### src/rtl/ascu_defs.svh
// Constants of the analyzer serial command unit: offsets, fields, resets
// Assumes a 10 MHz system clock and byte-wide serial streams on the same clock
`ifndef ASCU_DEFS_SVH
`define ASCU_DEFS_SVH

// Register byte offsets
`define ASCU_OFF_CTRL 8'h00
`define ASCU_OFF_FAULT 8'h04
`define ASCU_OFF_GAS_HI 8'h08
`define ASCU_OFF_GAS_LO 8'h0C
`define ASCU_OFF_STATUS 8'h10
`define ASCU_OFF_PFTIME 8'h14
`define ASCU_OFF_OVR_EN 8'h18
`define ASCU_OFF_RANGE0 8'h1C
`define ASCU_OFF_RANGE1 8'h20
`define ASCU_OFF_RANGE2 8'h24

// Control register fields
`define ASCU_CTRL_PROTO1 1:0
`define ASCU_CTRL_PROTO2 3:2
`define ASCU_CTRL_PPM 4
`define ASCU_CTRL_OOS 5
`define ASCU_CTRL_DEV_ID 17:8
`define ASCU_CTRL_RST 32'h0000_0010

// Range register fields: normal full scale low, over-range value high
`define ASCU_RANGE_NORM 15:0
`define ASCU_RANGE_OVR 31:16
`define ASCU_RANGE_RST 32'h0000_0000

// Protocol characters and limits
`define ASCU_CH_STX 8'h02
`define ASCU_CH_ETX 8'h03
`define ASCU_CH_ACK 8'h06
`define ASCU_CH_NAK 8'h15
`define ASCU_CH_CR 8'h0D
`define ASCU_CH_LF 8'h0A
`define ASCU_CH_SP 8'h20
`define ASCU_CH_COMMA 8'h2C
`define ASCU_CH_ZERO 8'h30
`define ASCU_CH_NINE 8'h39
`define ASCU_TEXT_MAX 7'h78
`define ASCU_BCC_INIT 8'h00
`define ASCU_ID_DIGITS 2'h3
`define ASCU_CONC_LEN 4'hF

// Legacy command words
`define ASCU_CMD_CONC 40'h44434F4E43
`define ASCU_CMD_SPAN 40'h445350414E
`define ASCU_CMD_ZERO 40'h445A45524F
`define ASCU_CMD_ABORT "ABORT"
`define ASCU_CMD_RESET "RESET"

`endif

### src/rtl/ascu_pkg.sv
// Types of the analyzer serial command unit
// Assumes ascu_defs.svh for all numeric constants
package ascu_pkg;

  // Per-port protocol selector
  typedef enum logic [1:0] {
    ASCU_PROTO_LEGACY = 2'h0,
    ASCU_PROTO_FRAMED = 2'h1,
    ASCU_PROTO_ADV = 2'h2
  } ascu_proto_e;

  // Operating mode
  typedef enum logic [1:0] {
    ASCU_MODE_MEASURE = 2'h0,
    ASCU_MODE_ZERO = 2'h1,
    ASCU_MODE_SPAN = 2'h2
  } ascu_mode_e;

  // Receive and reply state
  typedef enum logic [2:0] {
    ASCU_ST_CMD = 3'h0,
    ASCU_ST_ID = 3'h1,
    ASCU_ST_TEXT = 3'h2,
    ASCU_ST_CK1 = 3'h3,
    ASCU_ST_CK2 = 3'h4,
    ASCU_ST_TX = 3'h5
  } ascu_state_e;

  // Power-fail time stamp, packed as stored
  typedef struct packed {
    logic [5:0] year;
    logic [3:0] month;
    logic [4:0] date;
    logic [4:0] hour;
    logic [5:0] minute;
    logic [5:0] second;
  } ascu_stamp_s;

  // Instrument status word
  typedef struct packed {
    logic [9:0] faults;
    logic out_of_service;
    logic zero_mode;
    logic span_mode;
    logic unused;
    logic ppm_units;
    logic reserved;
  } ascu_status_s;

endpackage

### src/rtl/ascu_core.sv
// Analyzer serial command unit: legacy command interpreter and framed message checker with
// Wishbone classic register slave
// Assumes rx and tx byte streams are on clk_i (UART outside this block)
//
// Summary of operation
// [RQ1] Framed message opens with byte 02h
// [RQ2] Text closes with 03h, check chars follow
// [RQ3] Framed text body at most 120 characters
// [RQ4] Check is XOR from start through end
// [RQ5] Check sent as two hex characters, high first
// [RQ6] Host pads identifier to three decimal digits
// [RQ7] Concentration query replies gas, space, status, CRLF
// [RQ8] Legacy numeric values use floating point text
// [RQ9] Status bits 15..6 carry ten fault flags
// [RQ10] Bits 5,4,3: out-of-service, zero, span
// [RQ11] Bit1 ppm units; bit2 unused, bit0 reserved
// [RQ12] Span command enters span mode, ACK/NAK
// [RQ13] Zero command enters zero mode, ACK/NAK
// [RQ14] Abort returns to measure mode, ACK/NAK
// [RQ15] Reset command acknowledges, then reboots
// [RQ16] Each port has own protocol selector
// [RQ17] Power-fail time packed into 32-bit word
// [RQ18] Per-output over-ranging enable bit
// [RQ19] Over-ranging uses the held upper range
// [RQ20] Bad check or overlong frame is discarded
//
// Design decisions made here: register access over Wishbone and the register addresses.
`timescale 1ns/10ps
`default_nettype none
`include "ascu_defs.svh"

module ascu_core (
  // Clock and reset
  input wire logic clk_i,
  input wire logic rst_i,
  // Wishbone classic slave
  input wire logic [7:0] adr_i,
  input wire logic [31:0] dat_i,
  input wire logic [3:0] sel_i,
  input wire logic we_i,
  input wire logic cyc_i,
  input wire logic stb_i,
  output logic [31:0] dat_o,
  output logic ack_o,
  // Serial port 1 byte stream
  input wire logic [7:0] rx_data_i,
  input wire logic rx_valid_i,
  output logic [7:0] tx_data_o,
  output logic tx_valid_o,
  input wire logic tx_ready_i,
  // Power-fail capture
  input wire logic pf_strobe_i,
  input wire ascu_pkg::ascu_stamp_s pf_stamp_i,
  // Instrument side
  output ascu_pkg::ascu_proto_e proto2_o,
  output ascu_pkg::ascu_mode_e mode_o,
  output logic [47:0] full_scale_o,
  output logic reboot_o
);

  ////////////////////////////////////////////////////////////////////////////
  // Helpers

  function automatic logic [7:0] hex_char(input logic [3:0] n);
    hex_char = (n < 4'hA) ? (8'h30 + {4'h0, n}) : (8'h37 + {4'h0, n});
  endfunction

  function automatic logic [31:0] wmask(input logic [31:0] old,
                                         input logic [31:0] val,
                                         input logic [3:0] sel);
    logic [31:0] r;
    r = old;
    for (int b = 0; b < 4; b++) begin
      if (sel[b]) begin
        r[b*8 +: 8] = val[b*8 +: 8];
      end
    end
    wmask = r;
  endfunction

  ////////////////////////////////////////////////////////////////////////////
  // State

  logic ack_reg, ack_next;
  logic [31:0] dat_reg, dat_next;
  logic [31:0] ctrl_reg, ctrl_next;
  logic [9:0] fault_reg, fault_next;
  logic [31:0] gas_hi_reg, gas_hi_next;
  logic [31:0] gas_lo_reg, gas_lo_next;
  ascu_pkg::ascu_stamp_s stamp_reg, stamp_next;
  logic [2:0] ovr_en_reg, ovr_en_next;
  logic [31:0] range_reg [3];
  logic [31:0] range_next [3];
  logic [47:0] fs_reg, fs_next;
  ascu_pkg::ascu_mode_e mode_reg, mode_next;
  ascu_pkg::ascu_state_e st_reg, st_next;
  logic [39:0] cmd_reg, cmd_next;
  logic [9:0] idv_reg, idv_next;
  logic [1:0] idn_reg, idn_next;
  logic [7:0] bcc_reg, bcc_next;
  logic [6:0] len_reg, len_next;
  logic ovf_reg, ovf_next;
  logic ck_ok_reg, ck_ok_next;
  logic [7:0] good_reg, good_next;
  logic [7:0] bad_reg, bad_next;
  logic [7:0] buf_reg [15];
  logic [7:0] buf_next [15];
  logic [3:0] idx_reg, idx_next;
  logic [3:0] blen_reg, blen_next;
  logic [7:0] txd_reg, txd_next;
  logic txv_reg, txv_next;
  logic reb_pend_reg, reb_pend_next;
  logic reboot_reg, reboot_next;

  ascu_pkg::ascu_status_s status;
  ascu_pkg::ascu_proto_e proto1;
  logic bus_req;
  logic id_match;
  logic comply;
  logic [7:0] rxb;

  ////////////////////////////////////////////////////////////////////////////
  // Status word assembly

  always_comb begin
    status.faults = fault_reg; // see [RQ9]
    status.out_of_service = ctrl_reg[`ASCU_CTRL_OOS]; // see [RQ10]
    status.zero_mode = (mode_reg == ascu_pkg::ASCU_MODE_ZERO); // see [RQ10]
    status.span_mode = (mode_reg == ascu_pkg::ASCU_MODE_SPAN); // see [RQ10]
    status.unused = 1'b0; // see [RQ11]
    status.ppm_units = ctrl_reg[`ASCU_CTRL_PPM]; // see [RQ11]
    status.reserved = 1'b0; // see [RQ11]
  end

  assign proto1 = ascu_pkg::ascu_proto_e'(ctrl_reg[`ASCU_CTRL_PROTO1]); // see [RQ16]
  assign bus_req = cyc_i & stb_i & ~ack_reg;
  assign rxb = rx_data_i;
  // No digits means an unaddressed command; otherwise all three must match
  assign id_match = (idn_reg == 2'h0) ||
                    ((idn_reg == `ASCU_ID_DIGITS) && (idv_reg == ctrl_reg[`ASCU_CTRL_DEV_ID])); // see [RQ6]
  assign comply = ~ctrl_reg[`ASCU_CTRL_OOS];

  ////////////////////////////////////////////////////////////////////////////
  // Next-state logic

  always_comb begin
    ack_next = bus_req;
    dat_next = dat_reg;
    ctrl_next = ctrl_reg;
    fault_next = fault_reg;
    gas_hi_next = gas_hi_reg;
    gas_lo_next = gas_lo_reg;
    stamp_next = stamp_reg;
    ovr_en_next = ovr_en_reg;
    range_next = range_reg;
    mode_next = mode_reg;
    st_next = st_reg;
    cmd_next = cmd_reg;
    idv_next = idv_reg;
    idn_next = idn_reg;
    bcc_next = bcc_reg;
    len_next = len_reg;
    ovf_next = ovf_reg;
    ck_ok_next = ck_ok_reg;
    good_next = good_reg;
    bad_next = bad_reg;
    buf_next = buf_reg;
    idx_next = idx_reg;
    blen_next = blen_reg;
    txd_next = txd_reg;
    txv_next = txv_reg;
    reb_pend_next = reb_pend_reg;
    reboot_next = 1'b0;

    // Register bus
    if (bus_req && we_i) begin
      if (adr_i == `ASCU_OFF_CTRL) begin
        ctrl_next = wmask(ctrl_reg, dat_i, sel_i); // see [RQ16]
      end else if (adr_i == `ASCU_OFF_FAULT) begin
        fault_next = 10'(wmask({22'h0, fault_reg}, dat_i, sel_i));
      end else if (adr_i == `ASCU_OFF_GAS_HI) begin
        gas_hi_next = wmask(gas_hi_reg, dat_i, sel_i);
      end else if (adr_i == `ASCU_OFF_GAS_LO) begin
        gas_lo_next = wmask(gas_lo_reg, dat_i, sel_i);
      end else if (adr_i == `ASCU_OFF_PFTIME) begin
        stamp_next = wmask(stamp_reg, dat_i, sel_i); // see [RQ17]
      end else if (adr_i == `ASCU_OFF_OVR_EN) begin
        ovr_en_next = 3'(wmask({29'h0, ovr_en_reg}, dat_i, sel_i)); // see [RQ18]
      end else if (adr_i == `ASCU_OFF_RANGE0) begin
        range_next[0] = wmask(range_reg[0], dat_i, sel_i);
      end else if (adr_i == `ASCU_OFF_RANGE1) begin
        range_next[1] = wmask(range_reg[1], dat_i, sel_i);
      end else if (adr_i == `ASCU_OFF_RANGE2) begin
        range_next[2] = wmask(range_reg[2], dat_i, sel_i);
      end
    end else if (bus_req) begin
      if (adr_i == `ASCU_OFF_CTRL) begin
        dat_next = ctrl_reg;
      end else if (adr_i == `ASCU_OFF_FAULT) begin
        dat_next = {22'h0, fault_reg};
      end else if (adr_i == `ASCU_OFF_GAS_HI) begin
        dat_next = gas_hi_reg;
      end else if (adr_i == `ASCU_OFF_GAS_LO) begin
        dat_next = gas_lo_reg;
      end else if (adr_i == `ASCU_OFF_STATUS) begin
        dat_next = {bad_reg, good_reg, status};
      end else if (adr_i == `ASCU_OFF_PFTIME) begin
        dat_next = stamp_reg; // see [RQ17]
      end else if (adr_i == `ASCU_OFF_OVR_EN) begin
        dat_next = {29'h0, ovr_en_reg};
      end else if (adr_i == `ASCU_OFF_RANGE0) begin
        dat_next = range_reg[0];
      end else if (adr_i == `ASCU_OFF_RANGE1) begin
        dat_next = range_reg[1];
      end else if (adr_i == `ASCU_OFF_RANGE2) begin
        dat_next = range_reg[2];
      end else begin
        dat_next = 32'h0000_0000;
      end
    end

    // A power fail capture wins over a software write in the same cycle
    if (pf_strobe_i) begin
      stamp_next = pf_stamp_i; // see [RQ17]
    end

    // Reply transmitter
    if (st_reg == ascu_pkg::ASCU_ST_TX) begin
      if (txv_reg && tx_ready_i) begin
        if (idx_reg == blen_reg - 4'h1) begin
          txv_next = 1'b0;
          st_next = ascu_pkg::ASCU_ST_CMD;
          if (reb_pend_reg) begin
            reboot_next = 1'b1; // see [RQ15]
            reb_pend_next = 1'b0;
          end
        end else begin
          idx_next = idx_reg + 4'h1;
          txd_next = buf_reg[idx_reg + 4'h1];
        end
      end
    end else if (rx_valid_i && proto1 == ascu_pkg::ASCU_PROTO_LEGACY) begin
      case (st_reg)
        ascu_pkg::ASCU_ST_ID: begin
          if (rxb >= `ASCU_CH_ZERO && rxb <= `ASCU_CH_NINE) begin
            idv_next = 10'(idv_reg * 10'd10 + {6'h0, rxb[3:0]}); // see [RQ6]
            if (idn_reg != 2'h3) begin
              idn_next = idn_reg + 2'h1;
            end
          end else if (rxb == `ASCU_CH_CR) begin
            st_next = ascu_pkg::ASCU_ST_CMD;
            cmd_next = 40'h0;
            blen_next = 4'h1;
            if (!id_match) begin
              blen_next = 4'h0;
            end else if (cmd_reg == `ASCU_CMD_CONC) begin
              // Gas text is floating point text written by software
              for (int i = 0; i < 4; i++) begin
                buf_next[i] = gas_hi_reg[31 - 8*i -: 8]; // see [RQ8]
                buf_next[i + 4] = gas_lo_reg[31 - 8*i -: 8]; // see [RQ8]
              end
              buf_next[8] = `ASCU_CH_SP; // see [RQ7]
              for (int i = 0; i < 4; i++) begin
                buf_next[9 + i] = hex_char(status[15 - 4*i -: 4]); // see [RQ7]
              end
              buf_next[13] = `ASCU_CH_CR; // see [RQ7]
              buf_next[14] = `ASCU_CH_LF; // see [RQ7]
              blen_next = `ASCU_CONC_LEN;
            end else if (cmd_reg == `ASCU_CMD_SPAN) begin
              buf_next[0] = comply ? `ASCU_CH_ACK : `ASCU_CH_NAK; // see [RQ12]
              if (comply) begin
                mode_next = ascu_pkg::ASCU_MODE_SPAN; // see [RQ12]
              end
            end else if (cmd_reg == `ASCU_CMD_ZERO) begin
              buf_next[0] = comply ? `ASCU_CH_ACK : `ASCU_CH_NAK; // see [RQ13]
              if (comply) begin
                mode_next = ascu_pkg::ASCU_MODE_ZERO; // see [RQ13]
              end
            end else if (cmd_reg == `ASCU_CMD_ABORT) begin
              // Returning to measure is always possible
              buf_next[0] = `ASCU_CH_ACK; // see [RQ14]
              mode_next = ascu_pkg::ASCU_MODE_MEASURE; // see [RQ14]
            end else if (cmd_reg == `ASCU_CMD_RESET) begin
              buf_next[0] = `ASCU_CH_ACK; // see [RQ15]
              reb_pend_next = 1'b1; // see [RQ15]
            end else begin
              blen_next = 4'h0;
            end
            if (blen_next != 4'h0) begin
              st_next = ascu_pkg::ASCU_ST_TX;
              idx_next = 4'h0;
              txd_next = buf_next[0];
              txv_next = 1'b1;
            end
          end
        end
        default: begin
          if (rxb == `ASCU_CH_COMMA) begin
            st_next = ascu_pkg::ASCU_ST_ID;
            idv_next = 10'h0;
            idn_next = 2'h0;
          end else if (rxb == `ASCU_CH_CR || rxb == `ASCU_CH_LF) begin
            cmd_next = 40'h0;
          end else begin
            cmd_next = {cmd_reg[31:0], rxb};
          end
        end
      endcase
    end else if (rx_valid_i && proto1 == ascu_pkg::ASCU_PROTO_FRAMED) begin
      // A start byte always restarts framing
      if (rxb == `ASCU_CH_STX) begin
        st_next = ascu_pkg::ASCU_ST_TEXT; // see [RQ1]
        bcc_next = `ASCU_BCC_INIT ^ rxb; // see [RQ4]
        len_next = 7'h0;
        ovf_next = 1'b0;
      end else begin
        case (st_reg)
          ascu_pkg::ASCU_ST_TEXT: begin
            bcc_next = bcc_reg ^ rxb; // see [RQ4]
            if (rxb == `ASCU_CH_ETX) begin
              st_next = ascu_pkg::ASCU_ST_CK1; // see [RQ2]
            end else if (len_reg == `ASCU_TEXT_MAX) begin
              ovf_next = 1'b1; // see [RQ3]
            end else begin
              len_next = len_reg + 7'h1;
            end
          end
          ascu_pkg::ASCU_ST_CK1: begin
            ck_ok_next = (rxb == hex_char(bcc_reg[7:4])); // see [RQ5]
            st_next = ascu_pkg::ASCU_ST_CK2;
          end
          ascu_pkg::ASCU_ST_CK2: begin
            st_next = ascu_pkg::ASCU_ST_CMD;
            if (ck_ok_reg && rxb == hex_char(bcc_reg[3:0]) && !ovf_reg) begin
              good_next = good_reg + 8'h1; // see [RQ5]
            end else begin
              bad_next = bad_reg + 8'h1; // see [RQ20]
            end
          end
          default: begin
            st_next = ascu_pkg::ASCU_ST_CMD;
          end
        endcase
      end
    end

    // Full scale per analog output
    for (int i = 0; i < 3; i++) begin
      fs_next[i*16 +: 16] = ovr_en_reg[i] ? range_reg[i][`ASCU_RANGE_OVR]
                                          : range_reg[i][`ASCU_RANGE_NORM]; // see [RQ19]
    end
  end

  ////////////////////////////////////////////////////////////////////////////
  // Registers

  always_ff @(posedge clk_i) begin
    if (rst_i) begin
      ack_reg <= 1'b0;
      dat_reg <= 32'h0000_0000;
      ctrl_reg <= `ASCU_CTRL_RST;
      fault_reg <= 10'h000;
      gas_hi_reg <= 32'h0000_0000;
      gas_lo_reg <= 32'h0000_0000;
      stamp_reg <= 32'h0000_0000;
      ovr_en_reg <= 3'h0;
      for (int i = 0; i < 3; i++) begin
        range_reg[i] <= `ASCU_RANGE_RST;
      end
      fs_reg <= 48'h0;
      mode_reg <= ascu_pkg::ASCU_MODE_MEASURE;
      st_reg <= ascu_pkg::ASCU_ST_CMD;
      cmd_reg <= 40'h0;
      idv_reg <= 10'h0;
      idn_reg <= 2'h0;
      bcc_reg <= `ASCU_BCC_INIT;
      len_reg <= 7'h0;
      ovf_reg <= 1'b0;
      ck_ok_reg <= 1'b0;
      good_reg <= 8'h00;
      bad_reg <= 8'h00;
      for (int i = 0; i < 15; i++) begin
        buf_reg[i] <= 8'h00;
      end
      idx_reg <= 4'h0;
      blen_reg <= 4'h0;
      txd_reg <= 8'h00;
      txv_reg <= 1'b0;
      reb_pend_reg <= 1'b0;
      reboot_reg <= 1'b0;
    end else begin
      ack_reg <= ack_next;
      dat_reg <= dat_next;
      ctrl_reg <= ctrl_next;
      fault_reg <= fault_next;
      gas_hi_reg <= gas_hi_next;
      gas_lo_reg <= gas_lo_next;
      stamp_reg <= stamp_next;
      ovr_en_reg <= ovr_en_next;
      range_reg <= range_next;
      fs_reg <= fs_next;
      mode_reg <= mode_next;
      st_reg <= st_next;
      cmd_reg <= cmd_next;
      idv_reg <= idv_next;
      idn_reg <= idn_next;
      bcc_reg <= bcc_next;
      len_reg <= len_next;
      ovf_reg <= ovf_next;
      ck_ok_reg <= ck_ok_next;
      good_reg <= good_next;
      bad_reg <= bad_next;
      buf_reg <= buf_next;
      idx_reg <= idx_next;
      blen_reg <= blen_next;
      txd_reg <= txd_next;
      txv_reg <= txv_next;
      reb_pend_reg <= reb_pend_next;
      reboot_reg <= reboot_next;
    end
  end

  ////////////////////////////////////////////////////////////////////////////
  // Outputs

  assign ack_o = ack_reg;
  assign dat_o = dat_reg;
  assign tx_data_o = txd_reg;
  assign tx_valid_o = txv_reg;
  assign proto2_o = ascu_pkg::ascu_proto_e'(ctrl_reg[`ASCU_CTRL_PROTO2]); // see [RQ16]
  assign mode_o = mode_reg;
  assign full_scale_o = fs_reg;
  assign reboot_o = reboot_reg;

endmodule

`default_nettype wire

### config.mk
export PLATFORM = sky130hd
export DESIGN_NAME = ascu_core
export DESIGN_NICKNAME = d
export VERILOG_FILES = /design/src/rtl/ascu_pkg.sv /design/src/rtl/ascu_core.sv
export VERILOG_INCLUDE_DIRS = /design/src /design/src/rtl
export SDC_FILE = /design/constraint.sdc
export NUM_CORES = 1
export LEC_CHECK = 0
export BUFFER_PORTS_ARGS = -buffer_cell sky130_fd_sc_hd__clkbuf_2
export CAP_MARGIN = 10
export CELL_PAD_IN_SITES_DETAIL_PLACEMENT = 2
export CELL_PAD_IN_SITES_GLOBAL_PLACEMENT = 2
export CORE_UTILIZATION = 41
export CTS_BUF_LIST = sky130_fd_sc_hd__clkbuf_2
export DETAILED_ROUTE_END_ITERATION = 6
export GPL_TIMING_DRIVEN = 0
export HOLD_SLACK_MARGIN = 0.15
export PLACE_DENSITY = 0.95
export RECOVER_POWER = 100
export SYNTH_ARGS = -nofsm -noshare
export SYNTH_HDL_FRONTEND = slang
export SYNTH_SLANG_ARGS = --single-unit
### constraint.sdc
create_clock -name clk_i -period 6.8 [get_ports clk_i]
set_input_delay 1.36 -clock clk_i [delete_from_list [all_inputs] [get_ports clk_i]]
set_output_delay 1.36 -clock clk_i [all_outputs]
set_load 0.005 [all_outputs]
======== Yosys cells after proc, flatten, opt, wreduce, memory -nomap -nowiden ========
Index checks and enable logic that the tools add are counted.
cells by class
  multiplexer cells ....................... 128
  shift operators ......................... 0
  order comparisons ....................... 9
  $add $sub $neg .......................... 19
  eq/ne operators ......................... 59
  multipliers ............................. 1
  bitwise logic cells ..................... 22
  reduce and logical (&&, ||, !) cells .... 81
  div/mod/pow operators ................... 0
operators with widths
  cell                                                                      number
  32-bit two-way mux                                                        17
  40-bit by 39-bit equality test with 1-bit output (second input constant)  5
  40-bit two-way mux                                                        5
  8-bit two-way mux                                                         21
  120-bit two-way mux                                                       1
  112-bit two-way mux                                                       1
  6-bit by 4-bit adder with 7-bit output (first input constant)             12
  7-bit two-way mux                                                         10
  4-bit two-way mux                                                         15
  7-bit AND reduction                                                       8
  10-bit AND reduction                                                      5
  16-bit two-way mux                                                        3
  6-bit AND reduction                                                       8
  11-bit AND reduction                                                      4
  5-bit AND reduction                                                       8
  2-bit inequality test (second input constant)                             19
  3-bit two-way mux                                                         12
  9-bit AND reduction                                                       4
  8-bit binary-select mux with 4-bit select                                 1
  8-bit by 4-bit equality test with 1-bit output (second input constant)    4
  8-bit by 5-bit equality test with 1-bit output (second input constant)    4
  10-bit two-way mux                                                        3
  2-bit nonzero test                                                        15
  1-bit two-way mux                                                         28
  47 further kinds                                                          106
word-level totals
  latch bits .............................. 0
  memory bits (read-only) ................. 0
  output and inout bits ................... 95
  word-level logic and storage cells ...... 390
  memories ................................ 0
  RAM bits ................................ 0
  register bits ........................... 526
  input bits .............................. 92

======== Longest topological paths before layout ========
  depth in word-level cells ............... 19
  gate-level depth with buffers ........... 12
  depth with buffers taken out ............ 12

======== Worst setup path before layout ========
OpenSTA, ideal clock, no wires.
  kind .................................... input to register
  start point ............................. in adr_i[7]
  end point ............................... reg range_reg[0] in the netlist's numbering
  path slack .............................. 3325 ps
  setup time .............................. 132 ps
  path buffers ............................ 3
  stages on the path ...................... 8
  required time ........................... 6668 ps
  arrival time ............................ 3343 ps
  path through ............................ or4b_2 -> clkbuf_1 -> nor2_1 -> clkbuf_1 -> buf_1 -> nand2_1 -> nand2_1 -> a21oi_1
on the way
  word-level cells in the longest chain between the ends .. 3
  elaborated cells on any way between the ends .. 18
  classes of those cells .................. 8 x eq/ne; 8 x bitwise; 2 x reduce/logical
ends and longest elaborated chain
  what                                                                                           RTL line          text
  from (decl)                                                                                    ascu_core.sv:37   input wire logic [7:0] adr_i,
  8-bit by 6-bit equality test with 1-bit output (no source line), or another cell as far along  --
  1-bit inverter (no source line)                                                                --
  11-bit AND reduction (no source line) *                                                        --
  to (signal, indexed assignment)                                                                ascu_core.sv:368  range_reg[i] <= `ASCU_RANGE_RST;
  to (signal assigned)                                                                           ascu_core.sv:400  range_reg <= range_next;
  to (decl)                                                                                      ascu_core.sv:92   logic [31:0] range_reg [3];
Every way passes the cells marked *; elsewhere a longest branch is shown, timed or not.
A chain may end at the register's enable or synchronous reset.

======== Worst setup path after layout ========
  start point ............................. reg cmd_reg[5]
  end point ............................... reg idx_reg[3]
on the way
  word-level cells in the longest chain between the ends .. 15
  elaborated cells on any way between the ends .. 19
  classes of those cells .................. 5 x eq/ne; 11 x mux; 3 x reduce/logical
ends and longest elaborated chain
  what                                                               RTL line          text
  from (decl)                                                        ascu_core.sv:97   logic [39:0] cmd_reg, cmd_next;
  from (signal assigned)                                             ascu_core.sv:404  cmd_reg <= cmd_next;
  40-bit by 39-bit equality test with 1-bit output (no source line)  --
  1-bit two-way mux                                                  ascu_core.sv:283  end else if (cmd_reg == `ASCU_CMD_RESET) begin
  1-bit two-way mux                                                  ascu_core.sv:279  end else if (cmd_reg == `ASCU_CMD_ABORT) begin
  1-bit two-way mux                                                  ascu_core.sv:274  end else if (cmd_reg == `ASCU_CMD_ZERO) begin
  1-bit two-way mux                                                  ascu_core.sv:269  end else if (cmd_reg == `ASCU_CMD_SPAN) begin
  4-bit two-way mux *                                                ascu_core.sv:256  end else if (cmd_reg == `ASCU_CMD_CONC) begin
  4-bit two-way mux *                                                ascu_core.sv:254  if (!id_match) begin
  4-bit two-way mux *                                                ascu_core.sv:250  end else if (rxb == `ASCU_CH_CR) begin
  4-bit two-way mux *                                                ascu_core.sv:245  if (rxb >= `ASCU_CH_ZERO && rxb <= `ASCU_CH_NINE) begin
  4-bit two-way mux *                                                ascu_core.sv:243  case (st_reg)
  4-bit two-way mux *                                                ascu_core.sv:242  end else if (rx_valid_i && proto1 == ascu_pkg::ASCU_PROTO_LEGACY) begin
  4-bit two-way mux *                                                ascu_core.sv:228  if (st_reg == ascu_pkg::ASCU_ST_TX) begin
  4-bit nonzero test *                                               ascu_core.sv:289  if (blen_next != 4'h0) begin
  2-bit nonzero test (no source line) *                              --
  7-bit AND reduction (no source line) *                             --
  to (signal assigned)                                               ascu_core.sv:414  idx_reg <= idx_next;
  to (decl)                                                          ascu_core.sv:108  logic [3:0] idx_reg, idx_next;
Every way passes the cells marked *; elsewhere a longest branch is shown, timed or not. The select of a mux whose other input is x is not followed.

==> impl_results.md <==
- Mapped cell area: 23,540 µm²
- Pre-CTS setup slack: 1.598 ns
- Skew final: 0.1898 ns
- Syn_nets: 2,930
- DR WL met2: 62,360 µm
- Die Width: 241.6 µm
- Final Hold Vio Count: 0
- Hold WC Path Type: input pin to register
- Critical path class: register to register
- Multiplexer area fraction after synthesis: 0.1197
- DRC Markers: 18
- Largest family of logic cells by synthesized area: simple AND/OR/NAND/NOR gates
- Antenna Nets Post-Route: 0
- # rows: 87
- Max-slew headroom: -0.2710
- Clock Latency Late Sink: 1.56 ns
- CTS Buf Count: 143
- WP data required: 8.05 ns
- WL met1: 49,090 µm
- Vias in the first global route: 29,320
- GRT Util Overall: 0.4751
- Synth Area in Adders: 0.01605
- Area added between synthesis and finish: 13.27%
- Yosys top cell area share: 0.4388
- Starting DRC count in detailed routing: 3,078
- Post-synthesis compound-gate area fraction: 0.1462
- Syn avg cell area: 8.381 µm²
- Simple-gate share of the synthesized area: 0.2177
- DR WL/cell: 35.51 µm
- Post-synth top area cell: dfxtp_1
- Max Slew Vio Count: 54
- DR vias/cell: 6.746
- Bufs on Longest Clock Path: 3
- Reg2Reg Depth: 9
- Failing checks: DRC, capacitance limit, slew limit
- Fin nets: 3,271
- Die area: 58,380 µm²
- IO buf count: 173
- Power, Total: 5.987 mW
- Crit start category: register
- Critical Path AT: 6.44 ns
- DPL Wire Length: 91,100 µm
- MaxCap Viol Count: 8
- Post-CTS setup buffers: 0
- Reg-to-Reg End: idx_reg[3]
- Final core occ: 0.4711
- CTS tree: yes
- First-pass GRT wire length: 204,300 µm
- RePlAce Congestion: 0.9784
- Nature of the critical path endpoint: register
- Primary FF master, synth: dfxtp_1
- Hold_buf cts: 14
- Initial DRT Pass Iterations: 7
- Sequential fraction of the synthesis area: 0.4388
- R2R Setup Slk: 1.61 ns
- Worst Min Path Start: pf_stamp_i[25]
- Largest net degree at the start of global routing: 17
- Placed cells: 3,740
- RSZ-0062 raised after global routing: false
- Overflow after GRT: 0
- Worst setup margin: 1.606 ns
- Reg clk slew, reported paths: 0.14 ns
- Via count: 27,020
- Post-synth EDFFs: 0
- Clock Tree Root: clkbuf_2
- Met3 WL: 16,050 µm
- Setup TNS: 0 ns
- Worst setup path start: cmd_reg[5]
- Initial antenna violation count: 16
- H-tree depth: 4
- Clock sink count: 516
- Yosys warning total: 0
- Largest register FFs: 96
- Post-cts sizing count: 0
- Pin slew with the least headroom to its limit: 1.892 ns
- Starting Density: 0.4159
- Tmin final: 5.194 ns
- Finish-stage setup viols: 0
- I/O pins: 187
- Period utilization: 0.7638
- XOR/XNOR share of the synthesized area: 0.02291
- RR Startpoint: cmd_reg[5]
- Die H: 241.6 µm
- CP max FO: 10
- Status: finished with violations
- Pleak: 9.410 nW
- Synth cell types: 78
- Fmax: 0.1925 GHz
- Core area: 56,600 µm²
- Synth area leaders: dfxtp_1 44%, mux2i_1 9.8%, nor2_1 6.6%
- Final Non-Filler Cells: 4,006
- Post-synthesis async set-or-reset flop share: 0
- Wirelength, routed: 142,200 µm
- VDD IR max: 0.0001752 V
- Synthesized instance count: 2,809
- P per Cell Area: 224.5 nW/µm²
- Crit path capture: idx_reg[3]
- FF+latch count, synth: 516
- Share of layout cells above drive strength 1: 0.1168
- Top layer used by detailed routing: met5
critical path, cell delays in order, from the launching register on:
cell       delay (ns)
dfxtp_1          0.34
nor4b_1          1.05
nand4_2          0.21
nor4_1           1.40
nor4_1           0.45
a2111oi_4        0.46
o21bai_1         0.40
clkbuf_1         0.37
a22oi_1          0.23
nor2_1           0.07
metal layers:
layer	GRT usage	vias up
met3	0.1838	949
met2	0.7323	2206
met4	0.4311	18
li1	-	10630
met1	0.5025	13220
met5	0.004902	-
through the flow:
stage / hold slack (ns) / instance area (µm²)
after floorplan: 0.4286 / 23540
after global placement: 0.4371 / 25350
after detailed placement: 0.4485 / 25370
after CTS: 0.1554 / 26750
after global routing: 0.1839 / 26650
final: 0.1377 / 26670
where the power goes:
part           total [mW]  internal (mW)  switching [mW]
logic               0.393         0.0831           0.310
registers            3.08           3.05          0.0313
clock network        2.52          0.889            1.63
Yosys cell counts (13+ instances only):
| cell | n |
|---|---|
| dfxtp_1 | 516 |
| nor2_1 | 411 |
| nand2_1 | 404 |
| a21oi_1 | 308 |
| mux2i_1 | 231 |
| clkbuf_1 | 179 |
| nand3_1 | 127 |
| o21ai_0 | 62 |
| nor3_1 | 56 |
| inv_1 | 35 |
| a222oi_1 | 32 |
| a31oi_1 | 30 |
| xnor2_1 | 30 |
| xor2_1 | 29 |
| ha_1 | 27 |
| nand4_1 | 26 |
| a221oi_1 | 22 |
| a22oi_1 | 21 |
| buf_1 | 18 |
| mux4_2 | 17 |
| and3_1 | 16 |
| a211oi_1 | 15 |
| nor2b_1 | 13 |
cell families (layout without fill, tap and decap cells):
family,after synthesis,in the layout
AO/OA/AOI/OAI,560,560
XOR/XNOR,60,60
adder cells (fa/ha/maj),29,29
buffers and inverters,239,667
flip-flops,516,516
multiplexers,259,259
other,0,13
AND/OR/NAND/NOR,1146,1146
cell type report:
cell class | instances | area, µm²
clock inverter | 37 | 259.0
timing repair buffer | 196 | 999.7
tap | 756 | 945.9
antenna | 13 | 32.53
sequential | 516 | 10330
clock buffer | 195 | 975.9
fill | 6270 | 29940
inverter | 36 | 135.1
multi-input combinational | 2054 | 12220
buffer | 203 | 772.0
how the worst min path moves through the flow:
stage	cells after the start	end	slack [ns]
global route	3	stamp_reg[10]	0.18
floorplan	2	buf_reg[58]	0.43
finish	3	stamp_reg[25]	0.14
global placement	2	buf_reg[74]	0.44
detailed placement	2	buf_reg[79]	0.45
CTS	3	stamp_reg[27]	0.16
cells in the final DEF (no fill, tap or decap), types with 14 or more instances in the layout:
master	n
a222oi_1	32
a31oi_1	30
nor2_1	413
o21ai_0	62
a22oi_1	21
a21oi_1	308
nand2_1	404
clkbuf_1	259
a221oi_1	22
clkbuf_2	305
xnor2_1	30
dfxtp_1	516
inv_1	35
nor3_1	60
ha_1	27
mux2i_1	231
nand3_1	127
and3_1	16
nand4_1	26
clkinv_1	19
mux4_2	17
xor2_1	29
a211oi_1	15
dlygate4sd3_1	14
Power figures use the tool's default switching activity.
